==> src/common/drts_pkg.sv <==
// Purpose: Constants for the drive trip-retry and start supervisor
// Assumes: 10 MHz control clock, settings held in tenths of a second
// Notes:   Register offsets are byte addresses on AXI4-Lite
package drts_pkg;
	// ==================================================================
	// Timing
	localparam int CLK_PERIOD_NS    = 100;
	localparam int TENTH_NS         = 100_000_000;
	localparam int TENTH_CYCLES     = TENTH_NS / CLK_PERIOD_NS;
	localparam int FAN_MIN_MINUTES  = 10;
	localparam int FAN_MIN_TENTHS   = FAN_MIN_MINUTES * 600;
	localparam int SEARCH_MAX_MS    = 1200;
	localparam int SEARCH_MAX_TENTHS = SEARCH_MAX_MS / 100;
	// ==================================================================
	// Setting ranges, in tenths of a second or counts
	localparam logic [3:0] RETRY_MAX      = 4'hA;
	localparam logic [7:0] INTERVAL_MIN   = 8'h05;
	localparam logic [7:0] INTERVAL_MAX   = 8'hC8;
	localparam logic [7:0] DLY_RUN_MAX    = 8'h64;
	localparam logic [7:0] DLY_RST_MIN    = 8'h01;
	localparam logic [7:0] DLY_RST_MAX    = 8'h64;
	// ==================================================================
	// Register offsets
	localparam logic [7:0] CFG_OFS      = 8'h00;
	localparam logic [7:0] TIME_OFS     = 8'h04;
	localparam logic [7:0] STAT_OFS     = 8'h08;
	localparam logic [7:0] IRQ_STAT_OFS = 8'h0C;
	localparam logic [7:0] IRQ_EN_OFS   = 8'h10;
	localparam logic [7:0] IRQ_CLR_OFS  = 8'h14;
	// ==================================================================
	// Field positions of the configuration register
	localparam int CFG_RETRY_LSB = 0;
	localparam int CFG_FAN_BIT   = 4;
	localparam int CFG_DIR_LSB   = 5;
	localparam int CFG_MVF_LSB   = 7;
	localparam int CFG_MVEC_LSB  = 9;
	localparam int CFG_DRV_LSB   = 11;
	localparam int CFG_PFR_LSB   = 14;
	localparam int CFG_STMA_BIT  = 17;
	localparam int TIME_INT_LSB  = 0;
	localparam int TIME_RUN_LSB  = 8;
	localparam int TIME_RST_LSB  = 16;
	// ==================================================================
	// Reset values
	localparam logic [31:0] CFG_RESET  = 32'h0000_0400;
	localparam logic [31:0] TIME_RESET = 32'h0001_0005;
	// ==================================================================
	// Encodings
	localparam logic [1:0] DIR_NONE   = 2'h0;
	localparam logic [1:0] DIR_NO_REV = 2'h1;
	localparam logic [1:0] DIR_NO_FWD = 2'h2;
	localparam logic [1:0] MODE_OFF   = 2'h0;
	localparam logic [1:0] MODE_BOTH  = 2'h2;
	localparam logic [2:0] DRV_VECTOR_SENSOR = 3'h5;
	localparam logic [2:0] PFR_SEARCH_LO = 3'h3;
	localparam logic [2:0] PFR_SEARCH_HI = 3'h5;
	localparam logic [3:0] CAUSE_ELIG_LIMIT = 4'h8;
	localparam int IRQ_TRIP   = 0;
	localparam int IRQ_ALARM  = 1;
	localparam int IRQ_RESET  = 2;
	localparam int IRQ_SEARCH = 3;
	localparam logic [1:0] RESP_OKAY   = 2'h0;
	localparam logic [1:0] RESP_SLVERR = 2'h2;
	typedef enum logic [3:0] {
		CAUSE_OVERCURRENT, CAUSE_OVERVOLTAGE, CAUSE_HEATSINK_HOT, CAUSE_INTERNAL_HOT,
		CAUSE_MOTOR_HOT, CAUSE_BRAKE_RES_HOT, CAUSE_MOTOR_OVERLOAD, CAUSE_DRIVE_OVERLOAD,
		CAUSE_OTHER
	} drts_cause_t;
	typedef enum logic [1:0] {R_IDLE, R_WAIT, R_ALARM} drts_retry_t;
	typedef enum logic [1:0] {S_IDLE, S_DELAY, S_SEARCH, S_RUN} drts_seq_t;
endpackage

==> src/verilog/drts_supervisor.sv <==
// Contract
// - Eligible trip retries without alarm when count nonzero
// - Exceeding retry count raises alarm, stops retrying
// - Retry count is 0 or 1 to 10
// - Wait retry interval before each reset command
// - Only the eight listed trip causes retry
// - Auto-reset status high while retry in progress
// - Fan control 1 gates fan; 0 always on
// - Fan runs at least 10 minutes once on
// - Fan status follows fan when control enabled
// - Direction limit blocks reverse or forward rotation
// - Unassigned search input reads as off
// - Search enable table from mode and input
// - Mode from vector setting under sensor vector control
// - Search lasts at most 1.2 s, then accelerate
// - Run-command start with search enabled waits first search delay; else none
// - Restart waits second search delay
// Purpose: Trip retry, cooling fan, direction limit and start search sequencing
// Assumes: Pin inputs asynchronous; AXI4-Lite on mclk_i
// Notes:   All timers count tenth-second ticks
`timescale 1ns/100ps
`default_nettype none
module drts_supervisor import drts_pkg::*; #(
	parameter int TENTH_CYC = TENTH_CYCLES
) (
	input  wire logic        mclk_i,
	input  wire logic        rst_i,
	input  wire logic        ce_i,
	input  wire logic [7:0]  s_axi_awaddr_i,
	input  wire logic        s_axi_awvalid_i,
	output logic             s_axi_awready_o,
	input  wire logic [31:0] s_axi_wdata_i,
	input  wire logic [3:0]  s_axi_wstrb_i,
	input  wire logic        s_axi_wvalid_i,
	output logic             s_axi_wready_o,
	output logic [1:0]       s_axi_bresp_o,
	output logic             s_axi_bvalid_o,
	input  wire logic        s_axi_bready_i,
	input  wire logic [7:0]  s_axi_araddr_i,
	input  wire logic        s_axi_arvalid_i,
	output logic             s_axi_arready_o,
	output logic [31:0]      s_axi_rdata_o,
	output logic [1:0]       s_axi_rresp_o,
	output logic             s_axi_rvalid_o,
	input  wire logic        s_axi_rready_i,
	input  wire logic        trip_i,
	input  wire logic [3:0]  trip_cause_i,
	input  wire logic        manual_reset_i,
	input  wire logic        run_fwd_i,
	input  wire logic        run_rev_i,
	input  wire logic        coast_command_i,
	input  wire logic        search_at_start_input_i,
	input  wire logic        power_restored_i,
	input  wire logic        temp_low_i,
	input  wire logic        search_done_i,
	output logic             run_fwd_o,
	output logic             run_rev_o,
	output logic             search_o,
	output logic             reset_cmd_o,
	output logic             alarm_output_o,
	output logic             auto_reset_active_o,
	output logic             fan_on_o,
	output logic             fan_running_o,
	output logic             irq_o
);
	// ==================================================================
	// Helpers
	function automatic logic [31:0] wmerge(input logic [31:0] o, input logic [31:0] d,
		input logic [3:0] s);
		logic [31:0] r;
		r = o;
		for (int i = 0; i < 4; i++) begin
			if (s[i]) begin
				r[i*8 +: 8] = d[i*8 +: 8];
			end
		end
		return r;
	endfunction

	function automatic logic [7:0] clamp8(input logic [7:0] v, input logic [7:0] lo,
		input logic [7:0] hi);
		return (v < lo) ? lo : ((v > hi) ? hi : v);
	endfunction

	// ==================================================================
	// Pin synchronisers
	localparam int NP = 13;
	logic [NP-1:0] pin_s1_reg;
	logic [NP-1:0] pin_s2_reg;
	logic [NP-1:0] pin_s3_reg;
	always_ff @(posedge mclk_i) begin
		if (rst_i) begin
			pin_s1_reg <= '0;
			pin_s2_reg <= '0;
			pin_s3_reg <= '0;
		end else if (ce_i) begin
			pin_s1_reg <= {trip_cause_i, trip_i, manual_reset_i, run_fwd_i, run_rev_i,
				coast_command_i, search_at_start_input_i, power_restored_i, temp_low_i,
				search_done_i};
			pin_s2_reg <= pin_s1_reg;
			pin_s3_reg <= pin_s2_reg;
		end
	end
	logic [3:0] cause;
	logic       trip_ev;
	logic       mreset;
	logic       fwd_cmd;
	logic       rev_cmd;
	logic       coast;
	logic       stm_pin;
	logic       pwr_ev;
	logic       temp_low;
	logic       sdone;
	logic       coast_rel;
	assign cause     = pin_s2_reg[12:9];
	assign trip_ev   = pin_s2_reg[8] & ~pin_s3_reg[8];
	assign mreset    = pin_s2_reg[7];
	assign fwd_cmd   = pin_s2_reg[6];
	assign rev_cmd   = pin_s2_reg[5];
	assign coast     = pin_s2_reg[4];
	assign coast_rel = ~pin_s2_reg[4] & pin_s3_reg[4];
	assign stm_pin   = pin_s2_reg[3];
	assign pwr_ev    = pin_s2_reg[2] & ~pin_s3_reg[2];
	assign temp_low  = pin_s2_reg[1];
	assign sdone     = pin_s2_reg[0];

	// ==================================================================
	// Tenth-second tick
	logic [31:0] tick_cnt_reg;
	logic        tick;
	assign tick = (tick_cnt_reg == 32'(TENTH_CYC - 1));
	always_ff @(posedge mclk_i) begin
		if (rst_i) begin
			tick_cnt_reg <= '0;
		end else if (ce_i) begin
			tick_cnt_reg <= tick ? '0 : tick_cnt_reg + 32'h1;
		end
	end

	// ==================================================================
	// Registers over AXI4-Lite
	logic [31:0] cfg_reg;
	logic [31:0] time_reg;
	logic [3:0]  irq_stat_reg;
	logic [3:0]  irq_en_reg;
	logic [7:0]  awaddr_reg;
	logic [31:0] wdata_reg;
	logic [3:0]  wstrb_reg;
	logic        aw_held_reg;
	logic        w_held_reg;
	logic        wr_go;
	logic [31:0] cfg_m;
	logic [31:0] time_m;
	logic [31:0] rd_val;
	logic        rd_hit;
	assign wr_go  = aw_held_reg & w_held_reg & ~s_axi_bvalid_o;
	assign cfg_m  = wmerge(cfg_reg, wdata_reg, wstrb_reg);
	assign time_m = wmerge(time_reg, wdata_reg, wstrb_reg);

	logic [3:0] cfg_retry;
	logic       cfg_fan;
	logic [1:0] cfg_dir;
	logic [1:0] cfg_mvf;
	logic [1:0] cfg_mvec;
	logic [2:0] cfg_drv;
	logic [2:0] cfg_pfr;
	logic       cfg_stma;
	logic [7:0] t_int;
	logic [7:0] t_run;
	logic [7:0] t_rst;
	assign cfg_retry = cfg_reg[CFG_RETRY_LSB +: 4];
	assign cfg_fan   = cfg_reg[CFG_FAN_BIT];
	assign cfg_dir   = cfg_reg[CFG_DIR_LSB +: 2];
	assign cfg_mvf   = cfg_reg[CFG_MVF_LSB +: 2];
	assign cfg_mvec  = cfg_reg[CFG_MVEC_LSB +: 2];
	assign cfg_drv   = cfg_reg[CFG_DRV_LSB +: 3];
	assign cfg_pfr   = cfg_reg[CFG_PFR_LSB +: 3];
	assign cfg_stma  = cfg_reg[CFG_STMA_BIT];
	assign t_int     = time_reg[TIME_INT_LSB +: 8];
	assign t_run     = time_reg[TIME_RUN_LSB +: 8];
	assign t_rst     = time_reg[TIME_RST_LSB +: 8];

	always_ff @(posedge mclk_i) begin
		if (rst_i) begin
			s_axi_awready_o <= 1'b1;
			s_axi_wready_o  <= 1'b1;
			s_axi_bvalid_o  <= 1'b0;
			s_axi_bresp_o   <= RESP_OKAY;
			aw_held_reg     <= 1'b0;
			w_held_reg      <= 1'b0;
			awaddr_reg      <= '0;
			wdata_reg       <= '0;
			wstrb_reg       <= '0;
		end else if (ce_i) begin
			if (s_axi_awvalid_i && s_axi_awready_o) begin
				awaddr_reg      <= s_axi_awaddr_i;
				aw_held_reg     <= 1'b1;
				s_axi_awready_o <= 1'b0;
			end
			if (s_axi_wvalid_i && s_axi_wready_o) begin
				wdata_reg      <= s_axi_wdata_i;
				wstrb_reg      <= s_axi_wstrb_i;
				w_held_reg     <= 1'b1;
				s_axi_wready_o <= 1'b0;
			end
			if (wr_go) begin
				s_axi_bvalid_o <= 1'b1;
				s_axi_bresp_o  <= (awaddr_reg == CFG_OFS || awaddr_reg == TIME_OFS ||
					awaddr_reg == IRQ_EN_OFS || awaddr_reg == IRQ_CLR_OFS) ?
					RESP_OKAY : RESP_SLVERR;
				aw_held_reg    <= 1'b0;
				w_held_reg     <= 1'b0;
			end
			if (s_axi_bvalid_o && s_axi_bready_i) begin
				s_axi_bvalid_o  <= 1'b0;
				s_axi_awready_o <= 1'b1;
				s_axi_wready_o  <= 1'b1;
			end
		end
	end

	always_ff @(posedge mclk_i) begin
		if (rst_i) begin
			cfg_reg    <= CFG_RESET;
			time_reg   <= TIME_RESET;
			irq_en_reg <= '0;
		end else if (ce_i && wr_go) begin
			if (awaddr_reg == CFG_OFS) begin
				cfg_reg <= {14'h0, cfg_m[17:4],
					(cfg_m[3:0] > RETRY_MAX) ? RETRY_MAX : cfg_m[3:0]};
			end
			if (awaddr_reg == TIME_OFS) begin
				time_reg <= {8'h0, clamp8(time_m[23:16], DLY_RST_MIN, DLY_RST_MAX),
					clamp8(time_m[15:8], 8'h00, DLY_RUN_MAX),
					clamp8(time_m[7:0], INTERVAL_MIN, INTERVAL_MAX)};
			end
			if (awaddr_reg == IRQ_EN_OFS && wstrb_reg[0]) begin
				irq_en_reg <= wdata_reg[3:0];
			end
		end
	end

	// ==================================================================
	// Retry sequencer
	drts_retry_t rstate_reg;
	drts_retry_t rstate_next;
	drts_seq_t   sstate_reg;
	drts_seq_t   sstate_next;
	logic [7:0]  rtim_reg;
	logic [3:0]  retry_cnt_reg;
	logic        elig;
	assign elig = (cause < CAUSE_ELIG_LIMIT);

	always_comb begin
		rstate_next = rstate_reg;
		case (rstate_reg)
			R_IDLE: begin
				if (trip_ev) begin
					if (elig && cfg_retry != 4'h0 && retry_cnt_reg < cfg_retry) begin
						rstate_next = R_WAIT;
					end else begin
						rstate_next = R_ALARM;
					end
				end
			end
			R_WAIT: begin
				if (rtim_reg >= t_int) begin
					rstate_next = R_IDLE;
				end
			end
			R_ALARM: rstate_next = R_ALARM;
			default: rstate_next = R_IDLE;
		endcase
		if (mreset) begin
			rstate_next = R_IDLE;
		end
	end

	always_ff @(posedge mclk_i) begin
		if (rst_i) begin
			rstate_reg          <= R_IDLE;
			rtim_reg            <= '0;
			retry_cnt_reg       <= '0;
			reset_cmd_o         <= 1'b0;
			alarm_output_o      <= 1'b0;
			auto_reset_active_o <= 1'b0;
		end else if (ce_i) begin
			rstate_reg     <= rstate_next;
			alarm_output_o <= (rstate_next == R_ALARM);
			reset_cmd_o    <= (rstate_reg == R_WAIT) && (rstate_next == R_IDLE) && !mreset;
			if (rstate_next != R_WAIT) begin
				rtim_reg <= '0;
			end else if (tick && rtim_reg != 8'hFF) begin
				rtim_reg <= rtim_reg + 8'h1;
			end
			if (mreset) begin
				retry_cnt_reg <= '0;
			end else if (rstate_reg == R_WAIT && rstate_next == R_IDLE) begin
				retry_cnt_reg <= retry_cnt_reg + 4'h1;
			end
			if (rstate_next == R_WAIT) begin
				auto_reset_active_o <= 1'b1;
			end else if (rstate_next == R_ALARM || mreset || sstate_reg == S_RUN) begin
				auto_reset_active_o <= 1'b0;
			end
		end
	end

	// ==================================================================
	// Start sequencer with idling-speed search
	logic       search_at_start_input;
	logic [1:0] smode;
	logic       en_restart;
	logic       en_normal;
	logic       run_req;
	logic       restart_pend_reg;
	logic       sen_reg;
	logic [7:0] slim_reg;
	logic [7:0] stim_reg;
	logic       stop_cond;
	logic       restart_ev;
	logic       restart;
	assign restart_ev = (pwr_ev && cfg_pfr >= PFR_SEARCH_LO && cfg_pfr <= PFR_SEARCH_HI) ||
		coast_rel || reset_cmd_o;
	// Restart event may land in the same cycle as the start request
	assign restart    = restart_pend_reg | restart_ev;
	assign search_at_start_input        = cfg_stma & stm_pin;
	assign smode      = (cfg_drv == DRV_VECTOR_SENSOR) ? cfg_mvec : cfg_mvf;
	assign en_restart = search_at_start_input || smode != MODE_OFF;
	assign en_normal  = search_at_start_input || smode == MODE_BOTH;
	assign run_req    = fwd_cmd | rev_cmd;
	assign stop_cond  = !run_req || coast || rstate_reg != R_IDLE;

	always_comb begin
		sstate_next = sstate_reg;
		case (sstate_reg)
			S_IDLE: begin
				if (!stop_cond) begin
					sstate_next = S_DELAY;
				end
			end
			S_DELAY: begin
				if (stim_reg >= slim_reg) begin
					sstate_next = sen_reg ? S_SEARCH : S_RUN;
				end
			end
			S_SEARCH: begin
				if (sdone || stim_reg >= 8'(SEARCH_MAX_TENTHS)) begin
					sstate_next = S_RUN;
				end
			end
			S_RUN: sstate_next = S_RUN;
			default: sstate_next = S_IDLE;
		endcase
		if (stop_cond) begin
			sstate_next = S_IDLE;
		end
	end

	always_ff @(posedge mclk_i) begin
		if (rst_i) begin
			sstate_reg       <= S_IDLE;
			stim_reg         <= '0;
			sen_reg          <= 1'b0;
			slim_reg         <= '0;
			restart_pend_reg <= 1'b0;
			search_o         <= 1'b0;
		end else if (ce_i) begin
			sstate_reg <= sstate_next;
			search_o   <= (sstate_next == S_SEARCH);
			if (sstate_next != sstate_reg) begin
				stim_reg <= '0;
			end else if (tick && stim_reg != 8'hFF) begin
				stim_reg <= stim_reg + 8'h1;
			end
			if (sstate_reg == S_IDLE && sstate_next == S_DELAY) begin
				restart_pend_reg <= 1'b0;
				sen_reg          <= restart ? en_restart : en_normal;
				slim_reg         <= restart ? t_rst : (en_normal ? t_run : 8'h00);
			end else if (restart_ev) begin
				restart_pend_reg <= 1'b1;
			end
		end
	end

	// ==================================================================
	// Run outputs with direction limit
	always_ff @(posedge mclk_i) begin
		if (rst_i) begin
			run_fwd_o <= 1'b0;
			run_rev_o <= 1'b0;
		end else if (ce_i) begin
			run_fwd_o <= (sstate_next == S_RUN) && fwd_cmd && cfg_dir != DIR_NO_FWD;
			run_rev_o <= (sstate_next == S_RUN) && rev_cmd && !fwd_cmd &&
				cfg_dir != DIR_NO_REV;
		end
	end

	// ==================================================================
	// Cooling fan
	logic [12:0] fan_cnt_reg;
	logic        fan_next;
	always_comb begin
		if (!cfg_fan) begin
			fan_next = 1'b1;
		end else if (sstate_reg != S_IDLE || !temp_low) begin
			fan_next = 1'b1;
		end else begin
			fan_next = fan_on_o && fan_cnt_reg < 13'(FAN_MIN_TENTHS);
		end
	end
	always_ff @(posedge mclk_i) begin
		if (rst_i) begin
			fan_on_o      <= 1'b0;
			fan_running_o <= 1'b0;
			fan_cnt_reg   <= '0;
		end else if (ce_i) begin
			fan_on_o      <= fan_next;
			fan_running_o <= fan_next & cfg_fan;
			if (!fan_on_o) begin
				fan_cnt_reg <= '0;
			end else if (tick && fan_cnt_reg < 13'(FAN_MIN_TENTHS)) begin
				fan_cnt_reg <= fan_cnt_reg + 13'h1;
			end
		end
	end

	// ==================================================================
	// Interrupts and read path
	logic [3:0] irq_ev;
	logic [3:0] irq_clr;
	logic [3:0] irq_stat_next;
	assign irq_ev = {sstate_reg == S_SEARCH && sstate_next == S_RUN, reset_cmd_o,
		rstate_next == R_ALARM && rstate_reg != R_ALARM, trip_ev};
	assign irq_clr = (wr_go && awaddr_reg == IRQ_CLR_OFS && wstrb_reg[0]) ?
		wdata_reg[3:0] : 4'h0;
	assign irq_stat_next = (irq_stat_reg & ~irq_clr) | irq_ev;
	always_ff @(posedge mclk_i) begin
		if (rst_i) begin
			irq_stat_reg <= '0;
			irq_o        <= 1'b0;
		end else if (ce_i) begin
			irq_stat_reg <= irq_stat_next;
			irq_o        <= |(irq_stat_next & irq_en_reg);
		end
	end

	always_comb begin
		rd_hit = 1'b1;
		case (s_axi_araddr_i)
			CFG_OFS:      rd_val = cfg_reg;
			TIME_OFS:     rd_val = time_reg;
			STAT_OFS:     rd_val = {23'h0, sstate_reg == S_RUN, search_o, fan_on_o,
				auto_reset_active_o, alarm_output_o, retry_cnt_reg};
			IRQ_STAT_OFS: rd_val = {28'h0, irq_stat_reg};
			IRQ_EN_OFS:   rd_val = {28'h0, irq_en_reg};
			IRQ_CLR_OFS:  rd_val = 32'h0;
			default: begin
				rd_val = 32'h0;
				rd_hit = 1'b0;
			end
		endcase
	end
	always_ff @(posedge mclk_i) begin
		if (rst_i) begin
			s_axi_arready_o <= 1'b1;
			s_axi_rvalid_o  <= 1'b0;
			s_axi_rdata_o   <= '0;
			s_axi_rresp_o   <= RESP_OKAY;
		end else if (ce_i) begin
			if (s_axi_arvalid_i && s_axi_arready_o) begin
				s_axi_arready_o <= 1'b0;
				s_axi_rvalid_o  <= 1'b1;
				s_axi_rdata_o   <= rd_val;
				s_axi_rresp_o   <= rd_hit ? RESP_OKAY : RESP_SLVERR;
			end else if (s_axi_rvalid_o && s_axi_rready_i) begin
				s_axi_rvalid_o  <= 1'b0;
				s_axi_arready_o <= 1'b1;
			end
		end
	end
endmodule
`default_nettype wire

==> config.mk <==
export PLATFORM = sky130hd
export DESIGN_NAME = drts_supervisor
export DESIGN_NICKNAME = d
export VERILOG_FILES = /design/src/common/drts_pkg.sv /design/src/verilog/drts_supervisor.sv
export SDC_FILE = /design/constraint.sdc
export NUM_CORES = 1
export LEC_CHECK = 0
export BUFFER_PORTS_ARGS = -buffer_cell sky130_fd_sc_hd__buf_2
export CORE_ASPECT_RATIO = 1.4
export CORE_MARGIN = 3
export CORE_UTILIZATION = 55
export CTS_CLUSTER_DIAMETER = 40
export DETAILED_ROUTE_END_ITERATION = 7
export HOLD_SLACK_MARGIN = 0.03
export PLACE_DENSITY_LB_ADDON = 0.12
export SLEW_MARGIN = 20
export SYNTH_ARGS = -nofsm -noshare
export SYNTH_HDL_FRONTEND = slang
export SYNTH_SLANG_ARGS = --single-unit
==> constraint.sdc <==
create_clock -name mclk_i -period 2.8 [get_ports mclk_i]
set_clock_uncertainty 0.05 [all_clocks]
set_input_delay 0.28 -clock mclk_i [delete_from_list [all_inputs] [get_ports mclk_i]]
set_output_delay 0.28 -clock mclk_i [all_outputs]
set_load 0.02 [all_outputs]
==> flow_summary_export.csv <==
group,metric,value,unit
outcome,outcome,"finished clean",
detailed_routing,postRouteWirelength,28000,um
yosys,synth_seq_cells,229,
yosys,synth_area_leader_cell,"dfxtp_1",
sta,max_freq,395,MHz
power,p_int,0.00574,W
yosys,synthFlopType,"dfxtp_1",
global_route,grt_overflow_total,0,
global_route,grt_use_met3,3.22,%
clock_network,clk_transition_reported_paths,0.06,ns
yosys,yosys.area_share.simple,24.2,%
cells_and_area,area_growth,20.0,%
cells_and_area,fin_cells,1668,
sta,slew_viol_final,0,
power,ir_drop,0.432,mV
clock_network,cts_resized,0,
cells_and_area,finalInstanceArea,12700,um^2
clock_network,h-tree-depth,1,
clock_network,clkLatencyLatePin,0.52,ns
setup_path,worst_setup_path_start_kind,"register",
place,dp_hpwl,19600,um
power,swShare,23.2,%
floorplanning,fp-row-count,59,
sta,setup_viol,0,
global_route,grt_max_degree,72,
setup_path,end_kind,"register",
global_route,antenna_found_initial,0,
sta,worstMarginPinSlew,0.959,ns
setup_path,critical_path_class,"register to register",
power,combPwrFrac,6.4,%
sta,fin_crit,2.53,ns
clock_network,tritoncts,"yes",
floorplanning,dieHeight,170,um
power,p_per_area,587,nW/um^2
yosys,netlist_area,10600,um^2
detailed_routing,wl_per_cell,16.8,um
global_route,use_met1,30.3,%
power,p_total,0.00747,W
clock_network,clock_sinks,229,
yosys,synthMuxAreaShare,5.53,%
global_route,grt_usage,26.4,%
clock_network,numCtsBuffers,27,
yosys,synth_seq_area_share,43.2,%
setup_path,cp.arrival,2.92,ns
detailed_routing,drtPass1Iterations,5,
yosys,synth_top_area_share,43.2,%
floorplanning,ios,123,
detailed_routing,dr_total_vias,9613,
yosys,synth.area.top_cells,"dfxtp_1, nand2_1, nor2_1, mux2i_1, a21oi_1",
cells_and_area,largest_register_ffs,32,
global_route,grt_util_met2,49.3,%
place,place_area,11300,um^2
yosys,synth_edf_count,0,
yosys,syn_inst,1269,
place,gp_congestion,0.887,
setup_path,worstPathMaxFanout,8,
global_route,grt_pass1_wl,45400,um
sta,tns,0,ns
detailed_routing,antenna_left,0,
sta,period_share,90.4,%
power,pwr-share-clk,48.2,%
yosys,ys_warn_count,0,
cells_and_area,fillCellCount,1581,
yosys,synth_top_family_by_area,"simple AND/OR/NAND/NOR gates",
yosys,synth-compound-area-share,15.7,%
sta,max_slew_margin,36.0,%
sta,holdWs,0.0524,ns
job,cap_violations,0,
cells_and_area,drive_above_1_share,13.4,%
place,portBuffers,100,
detailed_routing,drcViolationCount,0,
global_route,grt_busiest_layer,"met2",
power,power_frac_seq,45.4,%
power,p_leak,5.04,nW
min_path,hp-class,"primary input to register",
sta,rsz0062_at_grt,"no",
place,dp_cells,1574,
sta,hold_violations,0,
floorplanning,coreArea,18800,um^2
clock_network,root_buffer,"clkbuf_16",
power,switchingPower,0.00174,W
detailed_routing,vias_per_cell,5.76,
floorplanning,dieArea,21000,um^2
yosys,yosys.cell_types.count,69,
yosys,synthArstFlopShare,0,%
cells_and_area,n_antenna_cell,0,
setup_path,crit_required,3.19,ns
clock_network,clock_path_buffers,3,
cells_and_area,nets,1505,
yosys,synth-xor-area-share,4.05,%
global_route,first_global_vias,9159,
floorplanning,dieWidth,123,um
detailed_routing,drtIter0Drc,568,
floorplanning,start_util,56.6,%
yosys,synth_adder_area_share,2.95,%
yosys,synth.avg_cell_area,8.36,um^2
## final timing paths
kind	from	cells after the start	slack (ns)	endpoint
hold / removal	rst_i	2	0.05	pin_s1_reg[6]
setup reg to reg	stim_reg[0]	8	0.27	stim_reg[0]
hold reg to reg	s_axi_rdata_o[19]	2	0.40	s_axi_rdata_o[19]
setup / recovery	stim_reg[0]	8	0.27	stim_reg[0]
## cell usage in the layout (no fill, tap or decap), types with 35 or more instances in the layout
cell type,instances
nand3_1,57
dfxtp_1,229
nand2_1,162
mux2i_1,53
xor2_1,41
buf_2,99
nor2_1,154
a21oi_1,88
inv_1,35
o21ai_0,63
dlygate4sd3_1,48
## metal layers
metal  wire length (um)  up-vias  part of all wire (%)
met2              14700      257                    53
met1              11100     4541                    40
li1                   -     4746                     -
met4                915        0                   3.3
met5                  0        -                     0
met3               1230       69                   4.4
## cell type report
class                      count  area [um^2]  share of cell area (%)
tap                          244          305                    2.40
multi-input combinational    940         5590                    43.9
clock buffer                  31          721                    5.66
inverter                      35          131                    1.03
sequential                   229         4580                    36.0
clock inverter                15          206                    1.62
timing repair buffer         174         1190                    9.36
## through the flow
stage                     setup WS, ns  util (%)
after CTS                        0.269      67.9
final                            0.270      67.9
after detailed placement         0.369      60.4
after global placement           0.413      60.4
after floorplan                  0.520         -
after global routing            0.0213      67.9
## synthesized netlist by cell type, drive strengths merged, types with 12 or more instances
| master | number |
|---|---|
| dfxtp | 229 |
| nand2 | 163 |
| nor2 | 154 |
| a21oi | 88 |
| o21ai | 64 |
| nand3 | 58 |
| mux2i | 53 |
| clkbuf | 48 |
| xor2 | 41 |
| inv | 35 |
| buf | 26 |
| ha | 25 |
| nand4 | 25 |
| nor3 | 25 |
| a22oi | 24 |
| and2 | 16 |
| a211oi | 15 |
| and3 | 15 |
| nand2b | 15 |
| nor4 | 13 |
| and4 | 12 |
## timing repair
action,CTS,global route
endpoints found under the hold margin,49,0
setup buffers,0,0
hold buffers,48,0
## logic make-up after synthesis
kind of cell	after synthesis
compound gates	264
other cells	1
simple gates	534
flops	229
fa+ha+maj	25
mux	58
xor+xnor	49
buf+inv	109
## power groups by stage
stage	combinational, W	sequential [W]	clock, W
5_1_grt	0.000532	0.00340	0.00379
3_3_place_gp	0.000416	0.00346	0
2_1_floorplan	0.000291	0.00345	0
3_5_place_dp	0.000422	0.00346	0
4_1_cts	0.000476	0.00339	0.00365
6_report	0.000480	0.00339	0.00360
## critical path, cell delays in order (launching register included)
cell	delay, ns
dfxtp_1	0.34
inv_1	0.09
ha_1	0.27
nand2b_1	0.13
a2111oi_0	0.41
o32ai_1	0.19
a221o_1	0.47
or2_2	0.33
o21ai_0	0.16
Power figures use the tool's default switching activity.
